===== src/inc/apia_params.svh =====
// Constants of the auxiliary-pointer indirect address generator.
// Assumes one includer per compilation unit scope; guarded anyway.
`ifndef APIA_PARAMS_SVH
`define APIA_PARAMS_SVH

// ==========================================================
// Widths
`define APIA_LOW_W 16
`define APIA_HIGH_W 7
`define APIA_EXT_W 23
`define APIA_NUM_PTR 8
`define APIA_SEL_W 3
`define APIA_MODE_W 4

// ==========================================================
// Reset values and steps
`define APIA_LOW_RST 16'h0000
`define APIA_HIGH_RST 7'h00
`define APIA_EXT_RST 23'h000000
`define APIA_STEP_ONE 16'h0001
`define APIA_STEP_TWO 16'h0002
`define APIA_ZERO_LOW 16'h0000

`endif


===== src/inc/apia_pkg.sv =====
// Types and shared arithmetic of the auxiliary-pointer address generator.
// Assumes apia_params.svh is on the include path.
`include "apia_params.svh"

package apia_pkg;

    // ==========================================================
    // Operand modes
    typedef enum logic [`APIA_MODE_W-1:0] {
        APIA_PLAIN   = 4'h0,
        APIA_PREDEC  = 4'h1,
        APIA_ADD_OFS = 4'h2,
        APIA_SUB_OFS = 4'h3,
        APIA_INDEXED = 4'h4,
        APIA_BR_ADD  = 4'h5,
        APIA_BR_SUB  = 4'h6,
        APIA_ADD_T2  = 4'h7,
        APIA_SUB_T2  = 4'h8
    } apia_mode_t;

    typedef logic [`APIA_LOW_W-1:0] apia_low_t;
    typedef logic [`APIA_EXT_W-1:0] apia_ext_t;

    // ==========================================================
    // Arithmetic
    function automatic apia_low_t apia_rev(input apia_low_t v);
        apia_low_t r;
        r = v;
        for (int i = 0; i < `APIA_LOW_W; i++) begin
            r[i] = v[`APIA_LOW_W-1-i];
        end
        return r;
    endfunction

    // Carries run from the top bit downward
    function automatic apia_low_t apia_bitrev(input apia_low_t a, input apia_low_t b, input logic sub);
        apia_low_t s;
        s = sub ? apia_rev(a) - apia_rev(b) : apia_rev(a) + apia_rev(b);
        return apia_rev(s);
    endfunction

    // Long-word partner: even goes up, odd goes down; never carries into the high part
    function automatic apia_ext_t apia_pair(input apia_ext_t a);
        apia_ext_t p;
        p = a;
        p[0] = ~a[0];
        return p;
    endfunction

endpackage


===== src/rtl/apia_agen.sv =====
// Top of the auxiliary-pointer indirect data-address generator.
// Assumes all request inputs come from CPU logic on clk; one operand per cycle.
`timescale 1ns/1ps
`include "apia_params.svh"

// Operation
// - Single-word pre-decrement: pointer minus one, then address
// - Long pre-decrement: pointer minus two, then address
// - Long second address: even plus one, odd minus
// - Legacy off: address, then add first temp
// - Legacy on: pointer zero replaces first temp
// - Subtract-offset: address, then subtract offset
// - Indexed: pointer plus offset, pointer unchanged
// - Bit-reversed add with reverse carry after address
// - Bit-reversed subtract with reverse borrow after address
// - Bit-reversed: base added, update not confined
// - Add second temp after address, legacy ignored
// - Subtract second temp after address
// - Address is high part above based low
module apia_agen
    import apia_pkg::*;
(
    input wire logic clk,
    input wire logic arst_n,
    input wire logic req_valid,
    input wire apia_mode_t req_mode,
    input wire logic [`APIA_SEL_W-1:0] req_sel,
    input wire logic req_long,
    input wire logic [`APIA_LOW_W-1:0] first_temp_offset,
    input wire logic [`APIA_LOW_W-1:0] second_temp_offset,
    input wire logic [`APIA_LOW_W-1:0] buffer_start_base,
    input wire logic [`APIA_NUM_PTR-1:0] status_word_two,
    input wire logic legacy_compat_mode,
    input wire logic ptr_wr_en,
    input wire logic [`APIA_SEL_W-1:0] ptr_wr_sel,
    input wire logic [`APIA_EXT_W-1:0] ptr_wr_data,
    input wire logic [`APIA_SEL_W-1:0] rd_sel,
    output logic addr_valid,
    output logic [`APIA_EXT_W-1:0] addr_first,
    output logic [`APIA_EXT_W-1:0] addr_second,
    output logic addr_long,
    output logic [`APIA_EXT_W-1:0] extended_aux_pointer
);

    // ==========================================================
    // State
    typedef struct packed {
        logic valid;
        logic [`APIA_EXT_W-1:0] first;
        logic [`APIA_EXT_W-1:0] second;
        logic long_acc;
        logic [`APIA_EXT_W-1:0] rd_ptr;
    } apia_top_t;

    apia_top_t st;
    apia_top_t next_st;

    logic [`APIA_NUM_PTR-1:0][`APIA_LOW_W-1:0] low_all;
    logic [`APIA_NUM_PTR-1:0][`APIA_HIGH_W-1:0] high_all;
    logic [`APIA_LOW_W-1:0] cur_low;
    logic [`APIA_HIGH_W-1:0] cur_high;
    logic [`APIA_LOW_W-1:0] sel_offset;
    logic [`APIA_LOW_W-1:0] addr_low;
    logic [`APIA_LOW_W-1:0] next_low;
    logic update;
    logic circular;
    logic [`APIA_LOW_W-1:0] circ_sum;
    logic [`APIA_EXT_W-1:0] first_ext;

    // ==========================================================
    // Operand selection
    assign cur_low = low_all[req_sel];
    assign cur_high = high_all[req_sel];
    assign circular = status_word_two[req_sel];
    // Pointer zero read live, so a pending load of it is seen one cycle later
    assign sel_offset = legacy_compat_mode ? low_all[0] : first_temp_offset;
    assign circ_sum = cur_low + buffer_start_base;

    apia_addr_form u_form (
        .mode(req_mode),
        .long_acc(req_long),
        .cur_low(cur_low),
        .sel_offset(sel_offset),
        .second_temp_offset(second_temp_offset),
        .buffer_start_base(buffer_start_base),
        .circular(circular),
        .addr_low(addr_low),
        .next_low(next_low),
        .update(update)
    );

    apia_ptr_file u_ptrs (
        .clk(clk),
        .arst_n(arst_n),
        .wr_en(ptr_wr_en),
        .wr_sel(ptr_wr_sel),
        .wr_data(ptr_wr_data),
        .upd_en(req_valid && update),
        .upd_sel(req_sel),
        .upd_low(next_low),
        .low_all(low_all),
        .high_all(high_all)
    );

    assign first_ext = {cur_high, addr_low};

    // ==========================================================
    // Next state
    always_comb begin
        next_st = st;
        next_st.valid = req_valid;
        next_st.rd_ptr = {high_all[rd_sel], low_all[rd_sel]};
        if (req_valid) begin
            next_st.first = first_ext;
            next_st.long_acc = req_long;
            // Partner kept even on single-word access; addr_long says if it counts
            next_st.second = apia_pair(first_ext);
        end
    end

    // ==========================================================
    // Registers
    always_ff @(posedge clk or negedge arst_n) begin
        if (!arst_n) begin
            st.valid <= 1'b0;
            st.first <= `APIA_EXT_RST;
            st.second <= `APIA_EXT_RST;
            st.long_acc <= 1'b0;
            st.rd_ptr <= `APIA_EXT_RST;
        end else begin
            st <= next_st;
        end
    end

    assign addr_valid = st.valid;
    assign addr_first = st.first;
    assign addr_second = st.second;
    assign addr_long = st.long_acc;
    assign extended_aux_pointer = st.rd_ptr;

    // ==========================================================
    // Check helpers
    // Reference terms built apart from the datapath
    logic [`APIA_LOW_W-1:0] chk_base;
    logic chk_same_wr;

    assign chk_base = circular ? buffer_start_base : `APIA_ZERO_LOW;
    assign chk_same_wr = ptr_wr_en && (ptr_wr_sel == req_sel);
endmodule // apia_agen


===== src/rtl/apia_ptr_file.sv =====
// Eight extended auxiliary pointers with a load port and an update port.
// Assumes both ports come from logic on the same clock.
`timescale 1ns/1ps
`include "apia_params.svh"

module apia_ptr_file
    import apia_pkg::*;
(
    input wire logic clk,
    input wire logic arst_n,
    input wire logic wr_en,
    input wire logic [`APIA_SEL_W-1:0] wr_sel,
    input wire logic [`APIA_EXT_W-1:0] wr_data,
    input wire logic upd_en,
    input wire logic [`APIA_SEL_W-1:0] upd_sel,
    input wire logic [`APIA_LOW_W-1:0] upd_low,
    output logic [`APIA_NUM_PTR-1:0][`APIA_LOW_W-1:0] low_all,
    output logic [`APIA_NUM_PTR-1:0][`APIA_HIGH_W-1:0] high_all
);

    typedef struct packed {
        logic [`APIA_NUM_PTR-1:0][`APIA_LOW_W-1:0] low;
        logic [`APIA_NUM_PTR-1:0][`APIA_HIGH_W-1:0] high;
    } apia_pf_t;

    apia_pf_t st;
    apia_pf_t next_st;

    // ==========================================================
    // Next state
    always_comb begin
        next_st = st;
        if (wr_en) begin
            next_st.low[wr_sel] = wr_data[`APIA_LOW_W-1:0];
            next_st.high[wr_sel] = wr_data[`APIA_EXT_W-1:`APIA_LOW_W];
        end
        // Update wins over a load of the same pointer; the high part is never touched
        if (upd_en) begin
            next_st.low[upd_sel] = upd_low;
        end
    end

    // ==========================================================
    // Registers
    always_ff @(posedge clk or negedge arst_n) begin
        if (!arst_n) begin
            st.low <= {`APIA_NUM_PTR{`APIA_LOW_RST}};
            st.high <= {`APIA_NUM_PTR{`APIA_HIGH_RST}};
        end else begin
            st <= next_st;
        end
    end

    assign low_all = st.low;
    assign high_all = st.high;

endmodule // apia_ptr_file


===== src/rtl/apia_addr_form.sv =====
// Combinational address and pointer-update forming for one operand.
// Assumes the offset for the temporary-or-pointer-zero modes is already chosen.
`timescale 1ns/1ps
`include "apia_params.svh"

module apia_addr_form
    import apia_pkg::*;
(
    input wire apia_mode_t mode,
    input wire logic long_acc,
    input wire logic [`APIA_LOW_W-1:0] cur_low,
    input wire logic [`APIA_LOW_W-1:0] sel_offset,
    input wire logic [`APIA_LOW_W-1:0] second_temp_offset,
    input wire logic [`APIA_LOW_W-1:0] buffer_start_base,
    input wire logic circular,
    output logic [`APIA_LOW_W-1:0] addr_low,
    output logic [`APIA_LOW_W-1:0] next_low,
    output logic update
);

    logic [`APIA_LOW_W-1:0] eff;
    logic [`APIA_LOW_W-1:0] base;

    // ==========================================================
    // Mode decode
    always_comb begin
        eff = cur_low;
        next_low = cur_low;
        update = 1'b0;
        base = circular ? buffer_start_base : `APIA_ZERO_LOW;
        case (mode)
            APIA_PREDEC: begin
                next_low = cur_low - (long_acc ? `APIA_STEP_TWO : `APIA_STEP_ONE);
                eff = next_low;
                update = 1'b1;
            end
            APIA_ADD_OFS: begin
                next_low = cur_low + sel_offset;
                update = 1'b1;
            end
            APIA_SUB_OFS: begin
                next_low = cur_low - sel_offset;
                update = 1'b1;
            end
            APIA_INDEXED: begin
                eff = cur_low + sel_offset;
            end
            // Bit-reversed updates ignore the buffer bounds by design
            APIA_BR_ADD: begin
                next_low = apia_bitrev(cur_low, sel_offset, 1'b0);
                update = 1'b1;
            end
            APIA_BR_SUB: begin
                next_low = apia_bitrev(cur_low, sel_offset, 1'b1);
                update = 1'b1;
            end
            APIA_ADD_T2: begin
                next_low = cur_low + second_temp_offset;
                update = 1'b1;
            end
            APIA_SUB_T2: begin
                next_low = cur_low - second_temp_offset;
                update = 1'b1;
            end
            default: begin
                eff = cur_low;
            end
        endcase
        // Wraps in the low width, so the base never reaches the high part
        addr_low = eff + base;
    end

endmodule // apia_addr_form


===== config.mk =====
export PLATFORM = sky130hd
export DESIGN_NAME = apia_agen
export DESIGN_NICKNAME = d
export VERILOG_FILES = /design/src/inc/apia_pkg.sv /design/src/rtl/apia_agen.sv /design/src/rtl/apia_ptr_file.sv /design/src/rtl/apia_addr_form.sv
export VERILOG_INCLUDE_DIRS = /design/src /design/src/inc
export SDC_FILE = /design/constraint.sdc
export NUM_CORES = 1
export LEC_CHECK = 0
export BUFFER_PORTS_ARGS = -buffer_cell sky130_fd_sc_hd__buf_2
export CAP_MARGIN = 25
export CORE_MARGIN = 8
export CORE_UTILIZATION = 55
export CTS_CLUSTER_SIZE = 28
export DETAILED_ROUTE_END_ITERATION = 16
export PLACE_DENSITY = 0.85
export SLEW_MARGIN = 20
export SYNTH_ARGS = -nofsm -noshare
export SYNTH_HDL_FRONTEND = slang
export SYNTH_SLANG_ARGS = --single-unit

===== constraint.sdc =====
create_clock -name clk -period 4.8 [get_ports clk]
set_input_delay 0.24 -clock clk [delete_from_list [all_inputs] [get_ports clk]]
set_output_delay 0.24 -clock clk [all_outputs]
set_load 0.02 [all_outputs]

==> flow_summary.toml <==
[synthesis]
async_flop_share = 1.000
synth_top_area_frac = 0.3224
synth-seq-cells = 233
netlist-cell-type-count = 86
synthSimpleGateAreaFrac = 0.1300
netlist_area_um2 = 18080
synth_top_family_by_area = "multiplexers"
synth_warnings = 0
synth_mux_area_frac = 0.2263
syn_area_per_cell_um2 = 9.665
synthAdderAreaFrac = 0.05231
synth.top_cells.by_count = "dfrtp_1 (233), a21oi_1 (212), nor2_1 (185)"
syn_inst = 1871
synthMostInstantiatedCell = "dfrtp_1"
synth-edff-count = 0
ys_seq_area_frac = 0.3224
synth_compound_gate_area_share = 0.1968
synth_xor_area_frac = 0.02318
dominantRegCellSynth = "dfrtp_1"
syn_nets = 2041
yosys.area.top_type = "dfrtp_1"
synth_area_leaders = "dfrtp_1 (32%), mux2_2 (10%), mux4_2 (8.6%), a21oi_1 (5.9%), ha_1 (4.6%)"

[hold_path]
whs_path_depth = 2
hp-class = "input port to register"
worstHoldStart = "ptr_wr_data[20]"

[floorplanning]
die_w_um = 197.3
initial_core_util = 0.5572
ioPinCount = 169
core_area_um2 = 32450
die_area_um2 = 38940
die_y_um = 197.3
placementRows = 66

[setup_path]
ff2ff_setup_slack_ps = -70
worst_path_largest_cell_delay_ps = 520
reg2reg_from = "u_ptrs.low_all[80]$_DFF_PN0_"
crit_arrival_ps = 5270
r2r_end = "addr_first[15]$_DFFE_PN0P_"
critPathMaxFanout = 4
worstSetupStartpointType = "register"
critical_path_class = "register to register"
r2r_cells = 20
crit_path_cell_trace = "mux4_2 -> mux2_4 -> buf_6 -> inv_4 -> ha_4 -> inv_2 -> fa_2 -> a211oi_4 -> or4b_4 -> buf_4 -> buf_4 -> a21oi_1 -> o221ai_1 -> ha_1 -> and4_4 -> a211oi_4 -> o31ai_4 -> nor2b_1 -> mux2i_1 -> o2111ai_1"
cp_data_required_time_ps = 5200
slowest_stage = "or4b_4"
cp-end-kind = "register"

[cts]
numCtsBuffers = 26
cts_root_buf = "clkbuf_16"
clk_latency_ps = 570
clkTransAtPathRegs_ps = 60
clk_path_buf_depth = 3
cts_htree_levels = 1
clock-sinks = 233
cts_tree = "yes"

[outcome]
status = "complete, but fails checks"
violations = "negative setup slack"

[drt]
dr.pass1.iters = 7
ant_nets = 0
drt_iter0_drc = 2025
dr_total_vias = 17680
vias_per_cell = 6.710
drt-wirelength-per-cell_um = 25.69
wl_um = 67690
drc = 0

[finish]
multiInputGateArea_um2 = 11710
num-fill-cells = 2436
seqCellArea_um2 = 5831
fin_util = 0.6785
nets = 2343
final_cell_area_um2 = 22020
layout-drive-gt1-share = 0.3517
area_growth_pct = 21.77

[global_route]
grt_usage = 0.3364
grt_max_degree = 136
antenna_found_initial = 3
grt_pass1_vias = 17650
grt_pass1_wl_um = 102400
grt-ovfl-total = 0

[timing]
fmax_mhz = 205.2
setup_violations = 3
rsz0062_at_grt = "yes"
fin_tns_setup_ps = -88.26
slew_violations = 0
timing.final.crit_share = 1.015
maxSlewHeadroom = 0.2705
worst_pin_slew_ps = 1093
setup_ws_ps = -72.28
hold_viol_final = 0
fin_crit_ps = 4872
clock_skew_ps = 30.60

[placed_design]
port_buffers = 168
post-dp-hpwl_um = 48080
placed_area_um2 = 20790
gp_congestion = 1.020

[power]
p_leak_uw = 0.009674
ir_drop_mv = 0.3589
powerDensity_nw_per_um2 = 507.1
p_total_uw = 11170

[flow_run]
cap_violations = 0
==> how the worst max path moves through the flow <==
stage,startpoint,to,slack [ps],cells after the start
3_5_place_dp,req_sel[1],addr_first[15]$_DFFE_PN0P_,-360,20
4_1_cts,u_ptrs.low_all[80]$_DFF_PN0_,addr_first[15]$_DFFE_PN0P_,-30,20
3_3_place_gp,req_sel[1],addr_first[15]$_DFFE_PN0P_,-80,20
2_1_floorplan,req_sel[2],addr_first[14]$_DFFE_PN0P_,-250,24
6_report,u_ptrs.low_all[80]$_DFF_PN0_,addr_first[15]$_DFFE_PN0P_,-70,20
5_1_grt,u_ptrs.low_all[80]$_DFF_PN0_,addr_first[15]$_DFFE_PN0P_,-210,20
==> report_power, final <==
group	switching [uW]	leakage, uW	internal, uW	total, uW
clock network	874	0.000440	1270	2140
logic	3240	0.00648	2800	6050
registers	456	0.00276	2520	2970
==> metal layers <==
| layer | track usage | up-vias | share of wire |
|---|---|---|---|
| li1 | - | 7558 | - |
| met1 | 0.4292 | 8503 | 0.37 |
| met2 | 0.5400 | 1296 | 0.46 |
| met3 | 0.05622 | 320 | 0.11 |
| met4 | 0.1870 | 4 | 0.063 |
| met5 | 0 | - | 0.00035 |
==> critical path: cells and delay by family (launching register included) <==
| family | cells | cell delay (ps) |
|---|---|---|
| compound gates | 6 | 1030 |
| fa+ha+maj | 3 | 860 |
| buf+inv | 5 | 530 |
| flops | 1 | 400 |
| mux | 3 | 990 |
| simple gates | 3 | 890 |
==> through the flow <==
step | setup WS (ps) | instances | hold WS [ps]
after floorplan | -250.6 | 1871 | -55.59
after global placement | -78.43 | 2573 | 313.5
final | -72.28 | 2635 | 22.44
after CTS | -25.74 | 2627 | 5.612
after detailed placement | -362.1 | 2573 | 324.3
after global routing | -210.3 | 2634 | 30.15
==> logic make-up (layout without fill, tap and decap cells) <==
| logic type | after synthesis | in the layout |
|---|---|---|
| mux | 295 | 295 |
| compound gates | 540 | 540 |
| other cells | 0 | 1 |
| xor+xnor | 47 | 47 |
| flops | 233 | 233 |
| simple gates | 477 | 477 |
| buf+inv | 207 | 528 |
| fa+ha+maj | 72 | 72 |
==> layout by cell type (no fill, tap or decap), types with 17 or more instances in the layout <==
cell type	Yosys	routed
nand3_1	17	17
nor3_1	24	18
mux2_2	164	162
clkbuf_16	0	26
mux4_2	69	69
buf_2	9	166
a211oi_1	77	73
o21ai_0	69	66
ha_1	66	60
buf_4	22	243
or3_1	20	19
nand2_1	81	79
nor2_1	185	174
dfrtp_1	233	233
a221oi_1	21	20
mux2i_1	57	57
inv_1	62	60
a21oi_1	212	205
xnor2_1	39	37
nor2b_1	95	95
==> final cells by class <==
type / count / share of cell area
multi-input combinational: 1431 / 0.5318
sequential: 233 / 0.2648
timing repair buffer: 416 / 0.1254
clock buffer: 39 / 0.03495
tap: 442 / 0.02512
inverter: 65 / 0.01119
clock inverter: 8 / 0.006592
antenna: 1 / 0.0001136
==> repair_timing <==
action | in CTS | in global routing
hold buffers | 2 | 0
cloned | 0 | 0
resized for setup | 21 | 21
endpoints found under the hold margin | 99 | 0
pin swaps | 21 | 14
endpoints found under the setup margin | 3 | 7
buffers inserted | 5 | 6
(Power assumes the default switching activity.)
